<file path="src/logic/hnmi_regs.svh">
// Register offsets, field positions, reset values and timing for the host interrupt generator.
// Assumes a 32-bit AHB-Lite slave with word-aligned registers.
`ifndef HNMI_REGS_SVH
`define HNMI_REGS_SVH

// Register byte offsets (word aligned)
`define HNMI_CTRL_OFS      8'h00
`define HNMI_SOURCE_OFS    8'h04
`define HNMI_SETSRC_OFS    8'h08
`define HNMI_CMD_OFS       8'h0c
`define HNMI_STATUS_OFS    8'h10
`define HNMI_SMIEN_OFS     8'h14

// Control register fields
`define HNMI_CTRL_EN_BIT     0
`define HNMI_CTRL_LOCK_BIT   1
`define HNMI_CTRL_EMBG_BIT   2
`define HNMI_CTRL_RESET      32'h0000_0001

// Command register fields (write-one pulses)
`define HNMI_CMD_PULSE_BIT   0
`define HNMI_CMD_SMICLR_BIT  1

// Status register fields
`define HNMI_ST_LINE_BIT     0
`define HNMI_ST_ARMED_BIT    1
`define HNMI_ST_MGMT_BIT     2
`define HNMI_ST_EVT_BIT      3

// System-management-interrupt enable fields
`define HNMI_SMIEN_WDT_BIT   0
`define HNMI_SMIEN_EMB_BIT   1
`define HNMI_SMIEN_RESET     32'h0000_0000

// Source field width and number of trigger types
`define HNMI_NSRC            6

// Timing
`define HNMI_CLK_KHZ         125000
`define HNMI_PULSE_MS        30
`define HNMI_PULSE_MS_CNT    (`HNMI_PULSE_MS + 1)

`endif

</file>
<file path="src/logic/hnmi_pkg.sv">
// Types shared by the host interrupt generator.
// Assumes hnmi_regs.svh holds all numeric constants.
`include "hnmi_regs.svh"

package hnmi_pkg;

    // One sticky bit per trigger type
    typedef struct packed {
        logic setCmd;
        logic watchdog;
        logic processor_internal_error;
        logic event_filter_table;
        logic front_panel;
        logic chassisCmd;
    } hnmi_src_t;

    // Trigger inputs from the rest of the controller
    typedef struct packed {
        logic watchdogPreNmi;
        logic watchdogPreMgmt;
        logic processorIntErr;
        logic filterDiagAction;
        logic eventMsgArrived;
        logic frontPanelButton;
    } hnmi_trig_t;

    typedef struct packed {
        logic [1:0]  htrans;
        logic [31:0] haddr;
        logic        hwrite;
        logic [2:0]  hsize;
        logic        hsel;
        logic        hready;
    } hnmi_ahb_req_t;

    typedef enum logic [1:0] {
        HNMI_ARMED,
        HNMI_PULSING,
        HNMI_SPENT
    } hnmi_state_t;

endpackage

</file>
<file path="src/logic/hnmi_generator.sv">
// Host non-maskable interrupt pulse generator with source capture and
// system-management-interrupt generation, reached over AHB-Lite.
// Assumes trigger inputs are synchronous single-cycle pulses or levels from
// logic on the same clock, except the front-panel button, which is a pin.
//
// Our own choices: the AHB-Lite slave port and the register addresses.
`timescale 1ns/1ps
`include "hnmi_regs.svh"

module hnmi_generator
    import hnmi_pkg::*;
#(
    parameter bit          INTERR_SUPPORTED = 1'b1,
    parameter int unsigned CLK_KHZ          = `HNMI_CLK_KHZ,
    parameter int unsigned PULSE_MS         = `HNMI_PULSE_MS_CNT
) (
    // Clock and reset
    input  wire logic                clock,
    input  wire logic                rstn,
    // System events
    input  wire logic                hostResetOrPowerDown,
    input  wire logic                secureModeActive,
    input  wire hnmi_pkg::hnmi_trig_t trig,
    input  wire logic                frontPanelButtonPin,
    // AHB-Lite slave
    input  wire logic                hsel,
    input  wire logic [31:0]         haddr,
    input  wire logic [1:0]          htrans,
    input  wire logic                hwrite,
    input  wire logic [2:0]          hsize,
    input  wire logic                hready,
    input  wire logic [31:0]         hwdata,
    output logic [31:0]              hrdata,
    output logic                     hreadyout,
    output logic                     hresp,
    // Host side
    output logic                     hostNmi,
    output logic                     systemManagementInterrupt,
    output logic                     diagLogEvent
);
    import hnmi_pkg::*;

    localparam int unsigned TICK_DIV = CLK_KHZ;
    localparam int unsigned MS_W     = $clog2(PULSE_MS + 1);
    localparam int unsigned DIV_W    = $clog2(TICK_DIV);

    ////////////////////////////////////////////////////////////////////////////
    // Bus address phase capture

    logic        wrPend_q;
    logic        rdPend_q;
    logic [7:0]  addr_q;

    wire accept = hsel && hready && htrans[1];

    always_ff @(posedge clock or negedge rstn) begin
        if (!rstn) begin
            wrPend_q <= 1'b0;
            rdPend_q <= 1'b0;
            addr_q   <= 8'h00;
        end else begin
            wrPend_q <= accept && hwrite;
            rdPend_q <= accept && !hwrite;
            if (accept) begin
                addr_q <= haddr[7:0];
            end
        end
    end

    assign hreadyout = 1'b1;
    assign hresp     = 1'b0;

    function automatic logic hit(input logic [7:0] a, input logic [7:0] ofs);
        return a == ofs;
    endfunction

    wire wrCtrl   = wrPend_q && hit(addr_q, `HNMI_CTRL_OFS);
    wire wrSetSrc = wrPend_q && hit(addr_q, `HNMI_SETSRC_OFS);
    wire wrCmd    = wrPend_q && hit(addr_q, `HNMI_CMD_OFS);
    wire wrMgmtEn = wrPend_q && hit(addr_q, `HNMI_SMIEN_OFS);
    wire rdSource = rdPend_q && hit(addr_q, `HNMI_SOURCE_OFS);

    ////////////////////////////////////////////////////////////////////////////
    // Front-panel button pin: synchroniser and press edge

    logic btnMeta_q;
    logic btnSync_q;
    logic btnLast_q;

    always_ff @(posedge clock or negedge rstn) begin
        if (!rstn) begin
            btnMeta_q <= 1'b0;
            btnSync_q <= 1'b0;
            btnLast_q <= 1'b0;
        end else begin
            btnMeta_q <= frontPanelButtonPin;
            btnSync_q <= btnMeta_q;
            btnLast_q <= btnSync_q;
        end
    end

    wire btnPress = btnSync_q && !btnLast_q;

    ////////////////////////////////////////////////////////////////////////////
    // Control registers

    logic [31:0] ctrl_q;
    logic [31:0] mgmtEn_q;

    wire genEnable  = ctrl_q[`HNMI_CTRL_EN_BIT];
    wire buttonLock = ctrl_q[`HNMI_CTRL_LOCK_BIT];
    wire embGlobal  = ctrl_q[`HNMI_CTRL_EMBG_BIT];
    // Any enable write while HNMI_SPENT rearms, even when already enabled
    wire enableReq  = wrCtrl && hwdata[`HNMI_CTRL_EN_BIT];

    always_ff @(posedge clock or negedge rstn) begin
        if (!rstn) begin
            ctrl_q   <= `HNMI_CTRL_RESET;
            mgmtEn_q <= `HNMI_SMIEN_RESET;
        end else begin
            if (wrCtrl) begin
                ctrl_q <= {29'h0, hwdata[2:0]};
            end
            if (wrMgmtEn) begin
                mgmtEn_q <= {30'h0, hwdata[1:0]};
            end
        end
    end

    ////////////////////////////////////////////////////////////////////////////
    // Trigger sources

    hnmi_src_t newSrc;
    assign newSrc.setCmd                   = wrSetSrc;
    assign newSrc.watchdog                 = trig.watchdogPreNmi;
    assign newSrc.processor_internal_error = INTERR_SUPPORTED && trig.processorIntErr;
    // Secure mode deliberately not consulted here; only the lock gates it
    assign newSrc.front_panel              = btnPress && !buttonLock;
    assign newSrc.event_filter_table       = trig.filterDiagAction;
    assign newSrc.chassisCmd               = wrCmd && hwdata[`HNMI_CMD_PULSE_BIT];

    // Software-registered source bits OR in through set-source data
    wire [`HNMI_NSRC-1:0] swSrc  = wrSetSrc ? hwdata[`HNMI_NSRC-1:0] : '0;
    wire [`HNMI_NSRC-1:0] setSrc = newSrc | swSrc;
    wire                  anyTrig = |newSrc;

    hnmi_src_t src_q;

    // New events win over a read-clear in the same cycle
    always_ff @(posedge clock or negedge rstn) begin
        if (!rstn) begin
            src_q <= '0;
        end else if (hostResetOrPowerDown) begin
            src_q <= '0;
        end else begin
            src_q <= (rdSource ? '0 : src_q) | setSrc;
        end
    end

    ////////////////////////////////////////////////////////////////////////////
    // Millisecond tick and one-shot pulse

    logic [DIV_W-1:0] div_q;
    logic             msTick;

    always_ff @(posedge clock or negedge rstn) begin
        if (!rstn) begin
            div_q <= '0;
        end else if (div_q == DIV_W'(TICK_DIV - 1)) begin
            div_q <= '0;
        end else begin
            div_q <= div_q + 1'b1;
        end
    end

    assign msTick = (div_q == DIV_W'(TICK_DIV - 1));

    hnmi_state_t      state_q;
    logic [MS_W-1:0]  ms_q;
    logic             logEvt_q;

    // One extra tick covers the partial first millisecond
    wire pulseDone = msTick && (ms_q == MS_W'(PULSE_MS - 1));
    wire fire      = anyTrig && genEnable;

    always_ff @(posedge clock or negedge rstn) begin
        if (!rstn) begin
            state_q  <= HNMI_ARMED;
            ms_q     <= '0;
            logEvt_q <= 1'b0;
        end else begin
            logEvt_q <= 1'b0;
            unique case (state_q)
                HNMI_ARMED: begin
                    if (fire) begin
                        state_q  <= HNMI_PULSING;
                        ms_q     <= '0;
                        logEvt_q <= !newSrc.chassisCmd;
                    end
                end
                HNMI_PULSING: begin
                    if (pulseDone) begin
                        state_q <= HNMI_SPENT;
                    end else if (msTick) begin
                        ms_q <= ms_q + 1'b1;
                    end
                end
                HNMI_SPENT: begin
                    if (hostResetOrPowerDown || enableReq) begin
                        state_q <= HNMI_ARMED;
                    end
                end
            endcase
        end
    end

    assign hostNmi      = (state_q == HNMI_PULSING);
    assign diagLogEvent = logEvt_q;

    ////////////////////////////////////////////////////////////////////////////
    // System management interrupt

    logic mgmtInt_q;
    wire  mgmtSet = (trig.watchdogPreMgmt && mgmtEn_q[`HNMI_SMIEN_WDT_BIT])
                  || (trig.eventMsgArrived && embGlobal && mgmtEn_q[`HNMI_SMIEN_EMB_BIT]);
    wire  mgmtClr = (wrCmd && hwdata[`HNMI_CMD_SMICLR_BIT]) || hostResetOrPowerDown;

    // Set wins over a clear in the same cycle so no cause is lost
    always_ff @(posedge clock or negedge rstn) begin
        if (!rstn) begin
            mgmtInt_q <= 1'b0;
        end else begin
            mgmtInt_q <= mgmtSet || (mgmtInt_q && !mgmtClr);
        end
    end

    assign systemManagementInterrupt = mgmtInt_q;

    ////////////////////////////////////////////////////////////////////////////
    // Read data

    logic [31:0] rdMux;
    always_comb begin
        rdMux = 32'h0000_0000;
        unique case (addr_q)
            `HNMI_CTRL_OFS:   rdMux = ctrl_q;
            `HNMI_SOURCE_OFS: rdMux = {26'h0, src_q};
            `HNMI_SMIEN_OFS:  rdMux = mgmtEn_q;
            `HNMI_STATUS_OFS: rdMux = {28'h0, logEvt_q, mgmtInt_q, (state_q == HNMI_ARMED), hostNmi};
            default:          rdMux = 32'h0000_0000;
        endcase
    end

    assign hrdata = rdPend_q ? rdMux : 32'h0000_0000;

    // Width helper counts clocks apart from ms_q, so a wrong tick count shows
    localparam int unsigned PULSE_MIN = `HNMI_PULSE_MS * CLK_KHZ;
    int unsigned            nmiHigh_q;

    always_ff @(posedge clock or negedge rstn) begin
        if (!rstn) begin
            nmiHigh_q <= '0;
        end else if (hostNmi) begin
            nmiHigh_q <= nmiHigh_q + 1'b1;
        end else begin
            nmiHigh_q <= '0;
        end
    end
endmodule // hnmi_generator

</file>
<file path="config.mk">
export PLATFORM = sky130hd
export DESIGN_NAME = hnmi_generator
export DESIGN_NICKNAME = d
export VERILOG_FILES = /design/src/logic/hnmi_pkg.sv /design/src/logic/hnmi_generator.sv
export VERILOG_INCLUDE_DIRS = /design/src /design/src/logic
export SDC_FILE = /design/constraint.sdc
export NUM_CORES = 1
export LEC_CHECK = 0
export ABC_CLOCK_PERIOD_IN_PS = 5400
export BUFFER_PORTS_ARGS = -buffer_cell sky130_fd_sc_hd__buf_2
export CAP_MARGIN = 25
export CORE_ASPECT_RATIO = 0.8
export CORE_UTILIZATION = 51
export CTS_CLUSTER_SIZE = 12
export DETAILED_ROUTE_END_ITERATION = 6
export GPL_TIMING_DRIVEN = 0
export PLACE_DENSITY = 0.95
export SYNTH_ARGS = -nofsm -noshare
export SYNTH_HDL_FRONTEND = slang
export SYNTH_SLANG_ARGS = --single-unit
</file>
<file path="constraint.sdc">
create_clock -name clock -period 5.4 [get_ports clock]
set_input_delay 0.54 -clock clock [delete_from_list [all_inputs] [get_ports clock]]
set_output_delay 0.54 -clock clock [all_outputs]
set_load 0.02 [all_outputs]
</file>
Word level (Yosys, flattened, before mapping):

Index checks and enable logic that the tools add are counted.

* reductions and logical operators: 35
* equality and inequality tests: 14
* bitwise logic cells: 2
* $add $sub $neg: 2
* multiplexer cells: 16

Operators with widths (number)
* 2-to-1 mux 32 bit: 1
* one-hot mux 6 bit (4 select lines): 1
* logical AND 1 bit: 20
* 2-to-1 mux 6 bit: 3
* adder 17 x 1 -> 17 bit, second input constant: 1
* equality test 17 bit, second input constant: 1
* 2-to-1 mux 17 bit: 1
* equality test 8 x 4 -> 1 bit, second input constant: 2
* equality test 8 x 5 -> 1 bit, second input constant: 2
* 2-to-1 mux 5 bit: 3
* OR 6 bit: 2
* one-hot mux 5 bit (2 select lines): 1
* equality test 8 x 3 -> 1 bit, second input constant: 1
* logical NOT 8 bit: 1
* 2-to-1 mux 2 bit: 3
* inequality test 2 bit, second input constant: 3
* one-hot mux 2 bit (3 select lines): 1
* OR reduction 6 bit: 1
* adder 5 x 1 -> 5 bit, second input constant: 1
* equality test 5 bit, second input constant: 1
* logical NOT 1 bit: 5
* logical OR 1 bit: 4
* inequality test 2 x 1 -> 1 bit, second input constant: 2
* AND reduction 4 bit: 1
* other kinds (6): 7

* output and inout bits: 37
* bits in registers: 50
* logic and storage cells: 88
* input bits: 83

Longest topological paths before layout:

Gate-level depths: netlist of run 1.

* depth after elaboration: 7
* mapped depth: 7
* depth with buffers taken out: 7

Least setup slack after synthesis of run 1:

No wires, ideal clock.

* kind: flip-flop to output port
* start: register addr_q[3]
* end: output port hrdata[4]
* path slack: 3.087 ns
* data arrival time: 1.773 ns
* stages on the path, launching flop included: 5
* buffers on the path: 0
* cell sequence: dfrtp_1 or4_1 nor3_2 nand3_1 nor2_1

* word-level cells in the longest chain between the ends: 3
* elaborated cells between the ends (all ways): 6
* those cells by class: 3 x eq/ne; 2 x mux; 1 x reduce/logical

RTL lines
* from (decl): line hnmi_generator.sv:52 `logic [7:0] addr_q;`
* from (signal assigned): line hnmi_generator.sv:65 `addr_q <= haddr[7:0];`
* equality test 8 x 5 -> 1 bit (tied with other cells): line hnmi_generator.sv:245 `unique case (addr_q)`
* one-hot mux 6 bit (4 select lines) *: line hnmi_generator.sv:245
* 2-to-1 mux 32 bit *: line hnmi_generator.sv:254 `assign hrdata = rdPend_q ? rdMux : 32'h0000_0000;`
* to (decl): line hnmi_generator.sv:33 `output logic [31:0] hrdata,`

Mark *: on every way between the ends. The rest lies on a longest branch, timed or not.

Worst setup path after layout of run 1:

* start: register addr_q[3]
* end: output port hrdata[5]

The elaborated chain is that of the path after synthesis.

==> implementation parameters, run 1 <==
Parameter                              Value

Status
  Status    complete, but fails checks
  Failing checks    DRC

Synth
  Syn. warnings    0
  Most frequent cell after synthesis    sky130_fd_sc_hd__dfrtp_1
  Ranking of synthesized cells by instance count    49 x sky130_fd_sc_hd__dfrtp_1, 28 x sky130_fd_sc_hd__buf_4, 28 x sky130_fd_sc_hd__nor2_1
  Synth top area cells    sky130_fd_sc_hd__dfrtp_1 45%, sky130_fd_sc_hd__buf_4 7.6%, sky130_fd_sc_hd__mux2_2 4.9%
  Number of enable flip-flop cells after synthesis    0
  Main synth FF type    sky130_fd_sc_hd__dfrtp_1
  Count of mapped cells out of synthesis    265
  Library cells used by synthesis    53
  Mapped Area    2750 sq um
  Post-synth ARST share    100%
  Sequential-to-total area share from yosys stat    45.5%
  Yosys top cell by area    sky130_fd_sc_hd__dfrtp_1
  Area share of the largest cell type after synthesis    44.6%
  Number of register bits inferred by synthesis    50
  Mean instance size in the synthesized netlist    10.4 sq um

GRT
  GRT overflow    0
  Total track usage    21.8%
  Antenna violations before repair    0
  Vias in the first global route    2067
  Pin count of the biggest net entering global routing    38
  Global-route wire length before repair    9430 um

STA
  Final slew viol count    0
  Time the final worst path needs with I/O delays and setup    3050 ps
  Setup violators final    0
  Peak clock frequency supported by timing    328 MHz
  Worst setup skew after layout    12.0 ps
  Setup TNS    0 ps
  Unrepaired setup endpoints after global routing    false
  Worst hold slack    114 ps
  Final Hold Violating Endpoints    0
  Headroom to the max-slew limit    46.4%
  Slew at the pin with the worst max-slew slack    799 ps
  Final worst path period share    56.5%

Final layout
  Number of diodes added for antenna fixing    0
  Area Growth Syn to Fin    16.6%
  Layout net count    422
  Fraction of layout instances using a drive strength above 1    28.1%

Setup path
  Family with the most delay on the worst path    simple AND/OR/NAND/NOR gates
  Data arrival at the endpoint of the critical path    2510 ps
  Peak fanout along the critical path    8
  Slowest stage cell, crit path    sky130_fd_sc_hd__or4_1
  Required time of the worst setup path    4860 ps
  Buffer and inverter count on the worst path    1
  Kind of start point of the critical path    flip-flop
  Register-to-register setup slack    3020 ps
  First element of the critical path    addr_q[3]
  Critical path endpoint category    output port
  Cell-by-cell trace of the critical path    or4_1, nor3_2, nand3_1, nor2_1, buf_2
  Slowest cell delay on critical path    540 ps
  Type of the setup path with the least slack    flip-flop to output port
  Startpoint of the worst-slack reg-to-reg timing path    addr_q[3]

Drt
  Router iterations before antenna repair    6
  Antenna-violating nets left    0
  Uppermost metal layer occupied by signal nets    met4
  Drt initial violations    180
  Drt drc    10
  Routed wire per std cell    14.5 um
  Final wirelength    5750 um
  Routed met2 length    2810 um
  Routed length on met1    2340 um
  Routed length on met3    429 um
  Via/cell ratio    5.45
  Vias    2157

Run
  Max-cap check violation count    0

Floorplanning
  Number of primary I/O pins    120
  Area of the die    5690 sq um
  Chip Height    67.7 um
  Number of placement rows    23
  Core outline area    5090 sq um
  Horiz. Die Dim    84.1 um
  Initial Util    54.0%

Clocking
  Post-CTS Resized    0
  Post-CTS setup buffers    0
  Clk_lat worst skew    320 ps
  Clk pin slew, worst setup/hold paths    100 ps
  Number of buffers created by CTS    5
  Buffer levels on the longest clock path    2
  Clock Tree Root    sky130_fd_sc_hd__clkbuf_8
  CTS tree    yes
  Post-CTS Hold Fix Bufs    0
  Number of clock sinks    50
  Number of levels the H-tree was split into    2

Placed design
  DP HPWL    4270 um
  Number of buffer cells added on primary ports    34
  Final GP Congestion    0.837

Power and ir drop
  Overall power consumption    744 uW
  Cell leakage power    0.00160 uW
  Maximum ir drop on the vdd rail    0.000221 V
  Power per standard cell area    232 nW/um^2

Min path
  Hold WC Path Type    primary input to async pin
[worst paths after layout]
kind	endpoint	cells after the start
worst max-delay path	hrdata[5]	5
worst min-delay path	src_q[5]	1
worst max register to register	src_q[4]	5
worst min register to register	btnSync_q	0
max in group asynchronous	ctrl_q[0]	2
min in group clock	btnMeta_q	1
[kinds of logic (layout without fill, tap and decap cells)]
logic type                 after synthesis  count (layout)  synth area share (%)
xor gates and xnor gates                14              14                  4.46
adders and majority gates                6               6                  2.73
AOI/OAI and AO/OA                       27              27                  7.19
other                                    2              28                 0.273
and+or+nand+nor                        107             107                  22.1
muxes                                   17              17                  7.92
DFF                                     50              50                  45.5
buffers and inverters                   42              85                  9.83
[registers in the layout, indices dropped and copies added, names as in the netlist]
| register | cells |
|---|---|
| ms_q | 5 |
| ctrl_q | 3 |
| addr_q | 8 |
| btnLast_q | 1 |
| diagLogEvent | 1 |
| state_q | 2 |
| mgmtEn_q | 2 |
| btnSync_q | 1 |
| src_q | 6 |
| btnMeta_q | 1 |
| div_q | 17 |
| rdPend_q | 1 |
| systemManagementInterrupt | 1 |
| wrPend_q | 1 |
[cell usage in the layout (no fill, tap or decap), types with 3 or more instances in the layout]
cell type,instances
sky130_fd_sc_hd__clkbuf_1,5
sky130_fd_sc_hd__clkbuf_8,5
sky130_fd_sc_hd__and3_1,6
sky130_fd_sc_hd__mux2_2,12
sky130_fd_sc_hd__ha_1,6
sky130_fd_sc_hd__a21oi_1,4
sky130_fd_sc_hd__xor2_1,9
sky130_fd_sc_hd__o21ai_0,5
sky130_fd_sc_hd__mux2i_1,3
sky130_fd_sc_hd__a221oi_1,4
sky130_fd_sc_hd__nand3_1,17
sky130_fd_sc_hd__xnor2_1,5
sky130_fd_sc_hd__nand2b_1,3
sky130_fd_sc_hd__nor3_1,4
sky130_fd_sc_hd__nand3b_1,3
sky130_fd_sc_hd__nand2_1,16
sky130_fd_sc_hd__dfrtp_1,49
sky130_fd_sc_hd__conb_1,28
sky130_fd_sc_hd__buf_2,34
sky130_fd_sc_hd__inv_1,8
sky130_fd_sc_hd__nor4_1,3
sky130_fd_sc_hd__nand4_1,7
sky130_fd_sc_hd__nor2_1,28
sky130_fd_sc_hd__buf_4,28
[layer usage]
metal,track usage (%),vias up
li1,-,1020
met1,26.8,1010
met2,37.0,106
met3,4.28,21
met4,12.1,0
met5,0,-
[report_power, final]
group	internal [uW]	total [uW]	switching (uW)
Sequential	394	409	14.9
Clock	91.3	226	134
Combinational	52.2	110	57.7
[through the flow]
step,setup WS (ps),util [%],cells,area (sq um)
global placement,2840,60.8,387,3100
CTS,2370,62.9,396,3210
global route,2240,62.9,396,3210
finish,2350,62.9,396,3210
floorplan,3090,-,291,2850
detailed placement,2750,61.2,388,3120
[cell type report]
| cell class | instances | area (sq um) |
|---|---|---|
| Buffer | 34 | 240 |
| Sequential cell | 50 | 1250 |
| Fill cell | 433 | 1890 |
| Multi-Input combinational cell | 199 | 1330 |
| Inverter | 8 | 30.0 |
| Tap cell | 62 | 77.6 |
| Clock buffer | 5 | 68.8 |
| Timing Repair Buffer | 35 | 190 |
| Clock inverter | 3 | 21.3 |
No activity file was read; power rests on OpenSTA's default activity.
==> run 2: changes to the inputs <==
--- a/config.mk
+++ b/config.mk
@@ -6,15 +6,15 @@
 export SDC_FILE = /design/constraint.sdc
 export NUM_CORES = 1
 export LEC_CHECK = 0
-export ABC_CLOCK_PERIOD_IN_PS = 5400
+export ABC_CLOCK_PERIOD_IN_PS = 2700
 export BUFFER_PORTS_ARGS = -buffer_cell sky130_fd_sc_hd__buf_2
 export CAP_MARGIN = 25
 export CORE_ASPECT_RATIO = 0.8
-export CORE_UTILIZATION = 51
+export CORE_UTILIZATION = 43
 export CTS_CLUSTER_SIZE = 12
 export DETAILED_ROUTE_END_ITERATION = 6
 export GPL_TIMING_DRIVEN = 0
-export PLACE_DENSITY = 0.95
+export PLACE_DENSITY = 0.86
 export SYNTH_ARGS = -nofsm -noshare
 export SYNTH_HDL_FRONTEND = slang
 export SYNTH_SLANG_ARGS = --single-unit
==> constraint.sdc (replaced) <==
create_clock -name clock -period 2.7 [get_ports clock]
set_input_delay 0.27 -clock clock [delete_from_list [all_inputs] [get_ports clock]]
set_output_delay 0.27 -clock clock [all_outputs]
set_load 0.02 [all_outputs]
==> run 2 against run 1 <==
  * Worst hold slack worse by 61 ps
  * Count of clock-buffer cells in the layout stayed put
  * Sequential power is 100% higher
  * Cell count is 5.1% higher
  * First-iteration DRC count is 0.56% higher
  * Sequential share of layout area is 0.59 points lower
  * Via count is 0.56% lower
  * Wire length is 4.3% lower
  * Highest routed layer unchanged
  * Clock skew is 6.0 ps lower
  * Register-to-register slack worse by 2500 ps
  * Non-clock buffer count is 1 higher
  * Flip-flop and latch count stayed put
  * The flow now finishes without violations
==> implementation parameters, run 2 (synthesis gave the netlist of run 1 again) <==
Parameter                              Value

Drt
  Final wirelength    5510 um
  Routed wire per std cell    13.2 um
  Drt initial violations    181
  Vias    2145
  Drt drc    0
  Antenna-violating nets left    0
  Router iterations before antenna repair    4
  Via/cell ratio    5.16

GRT
  Antenna violations before repair    0
  Global-route wire length before repair    9230 um
  GRT overflow    0
  Vias in the first global route    2006
  Pin count of the biggest net entering global routing    35
  Total track usage    17.7%

Clocking
  CTS tree    yes
  Post-CTS setup buffers    0
  Clock Tree Root    sky130_fd_sc_hd__clkbuf_8
  Number of buffers created by CTS    5
  Clk pin slew, worst setup/hold paths    100 ps
  Number of levels the H-tree was split into    2
  Number of clock sinks    50
  Clk_lat worst skew    310 ps
  Buffer levels on the longest clock path    2

Setup path
  Type of the setup path with the least slack    flip-flop to output port
  Peak fanout along the critical path    8
  Required time of the worst setup path    2430 ps
  Data arrival at the endpoint of the critical path    2220 ps
  Kind of start point of the critical path    flip-flop
  Register-to-register setup slack    530 ps
  Critical path endpoint category    output port

Floorplanning
  Initial Util    45.6%
  Chip Height    73.5 um
  Horiz. Die Dim    91.4 um
  Core outline area    6040 sq um
  Number of primary I/O pins    120
  Area of the die    6720 sq um
  Number of placement rows    25

Final layout
  FILL cells    530
  Most common cell after layout, fill and taps aside    sky130_fd_sc_hd__dfrtp_1
  Share of the core filled with cells in the final layout    53.9%
  Area Growth Syn to Fin    18.3%
  Most frequent cells in the layout    49 x sky130_fd_sc_hd__dfrtp_1, 34 x sky130_fd_sc_hd__buf_2, 28 x sky130_fd_sc_hd__nor2_1, 28 x sky130_fd_sc_hd__buf_4, 28 x sky130_fd_sc_hd__conb_1
  Layout net count    423
  Fraction of layout instances using a drive strength above 1    28.4%
  Number of diodes added for antenna fixing    0
  Largest register by flop count    div_q
  Biggest registers after layout    div_q (17), addr_q (8), src_q (6)
  Number of flip-flops under the largest register name    17

STA
  Worst setup skew after layout    6.05 ps
  Peak clock frequency supported by timing    402 MHz
  Final Hold Violating Endpoints    0
  Setup TNS    0 ps
  Final slew viol count    0
  Unrepaired setup endpoints after global routing    false
  Slew at the pin with the worst max-slew slack    809 ps
  Time the final worst path needs with I/O delays and setup    2490 ps
  Setup violators final    0
  Headroom to the max-slew limit    45.6%
  Final worst path period share    92.2%
  Post-route setup slack    210 ps

Status
  Status    complete, no violations

Placed design
  Number of buffer cells added on primary ports    34
  DP HPWL    4240 um
  Final GP Congestion    0.917
  Pre-CTS setup slack    337 ps

Power and ir drop
  Cell leakage power    0.00161 uW
  Maximum ir drop on the vdd rail    0.000359 V
  Power per standard cell area    460 nW/um^2

Min path
  Hold WC Path Type    primary input to flip-flop

Run
  Max-cap check violation count    0
==> run 2: where the power goes <==
group / leakage (uW) / internal, uW / total [uW] / switching (uW)
registers: 0.000629 / 788 / 818 / 30.2
logic: 0.000936 / 106 / 222 / 117
clock network: 0.0000447 / 187 / 455 / 268
total: 0.00161 / 1080 / 1500 / 415
==> run 2: cell type report <==
| class | instances | area, sq um | area share (%) |
|---|---|---|---|
| Buffer | 34 | 240 | 7.38 |
| Clock buffer | 5 | 68.8 | 2.11 |
| Timing Repair Buffer | 36 | 200 | 6.15 |
| Sequential cell | 50 | 1250 | 38.5 |
| Multi-Input combinational cell | 199 | 1340 | 41.1 |
| Clock inverter | 3 | 25.0 | 0.769 |
| Inverter | 8 | 30.0 | 0.923 |
| Tap cell | 81 | 101 | 3.11 |
==> run 2: path summary, 6_finish.rpt <==
path                              to  cells after the start           startpoint
min in group asynchronous   src_q[5]                      2                 rstn
max reg2reg                  ms_q[2]                      7             div_q[0]
max in group asynchronous  ctrl_q[0]                      3                 rstn
min reg2reg                btnSync_q                      0            btnMeta_q
max                        hrdata[5]                      5            addr_q[3]
min                        btnMeta_q                      1  frontPanelButtonPin
==> run 2: critical path: stages, from the launching register on <==
cell and delay, ps:
sky130_fd_sc_hd__dfrtp_1 410, sky130_fd_sc_hd__or4_1 580, sky130_fd_sc_hd__nor3_4 330, sky130_fd_sc_hd__nand3_2 250, sky130_fd_sc_hd__nor2_1 150, sky130_fd_sc_hd__buf_2 170
==> run 2: repair_timing <==
action,CTS,global route
setup endpoints to repair,2,2
hold endpoints to repair,16,0
pin swaps,0,0
gates resized for setup,1,1
hold buffers,1,0
==> run 2: through the flow <==
stage / power (uW) / cells / hold slack [ps] / area (sq um)
6_report: 1500 / 416 / 52.2 / 3250
5_1_grt: 1570 / 416 / 28.7 / 3250
4_1_cts: 1510 / 416 / 41.6 / 3250
3_5_place_dp: 1050 / 407 / 225 / 3140
3_3_place_gp: 1040 / 406 / 335 / 3120
2_1_floorplan: 981 / 291 / -25.6 / 2850
==> run 2: routing by layer <==
metal | track usage [%] | part of all wire, % | up-vias
met4 | 7.23 | 0.89 | 0
met3 | 3.52 | 5.7 | 6
met5 | 0 | 0 | -
met2 | 28.4 | 48 | 65
met1 | 23.7 | 45 | 1047
li1 | - | - | 1027
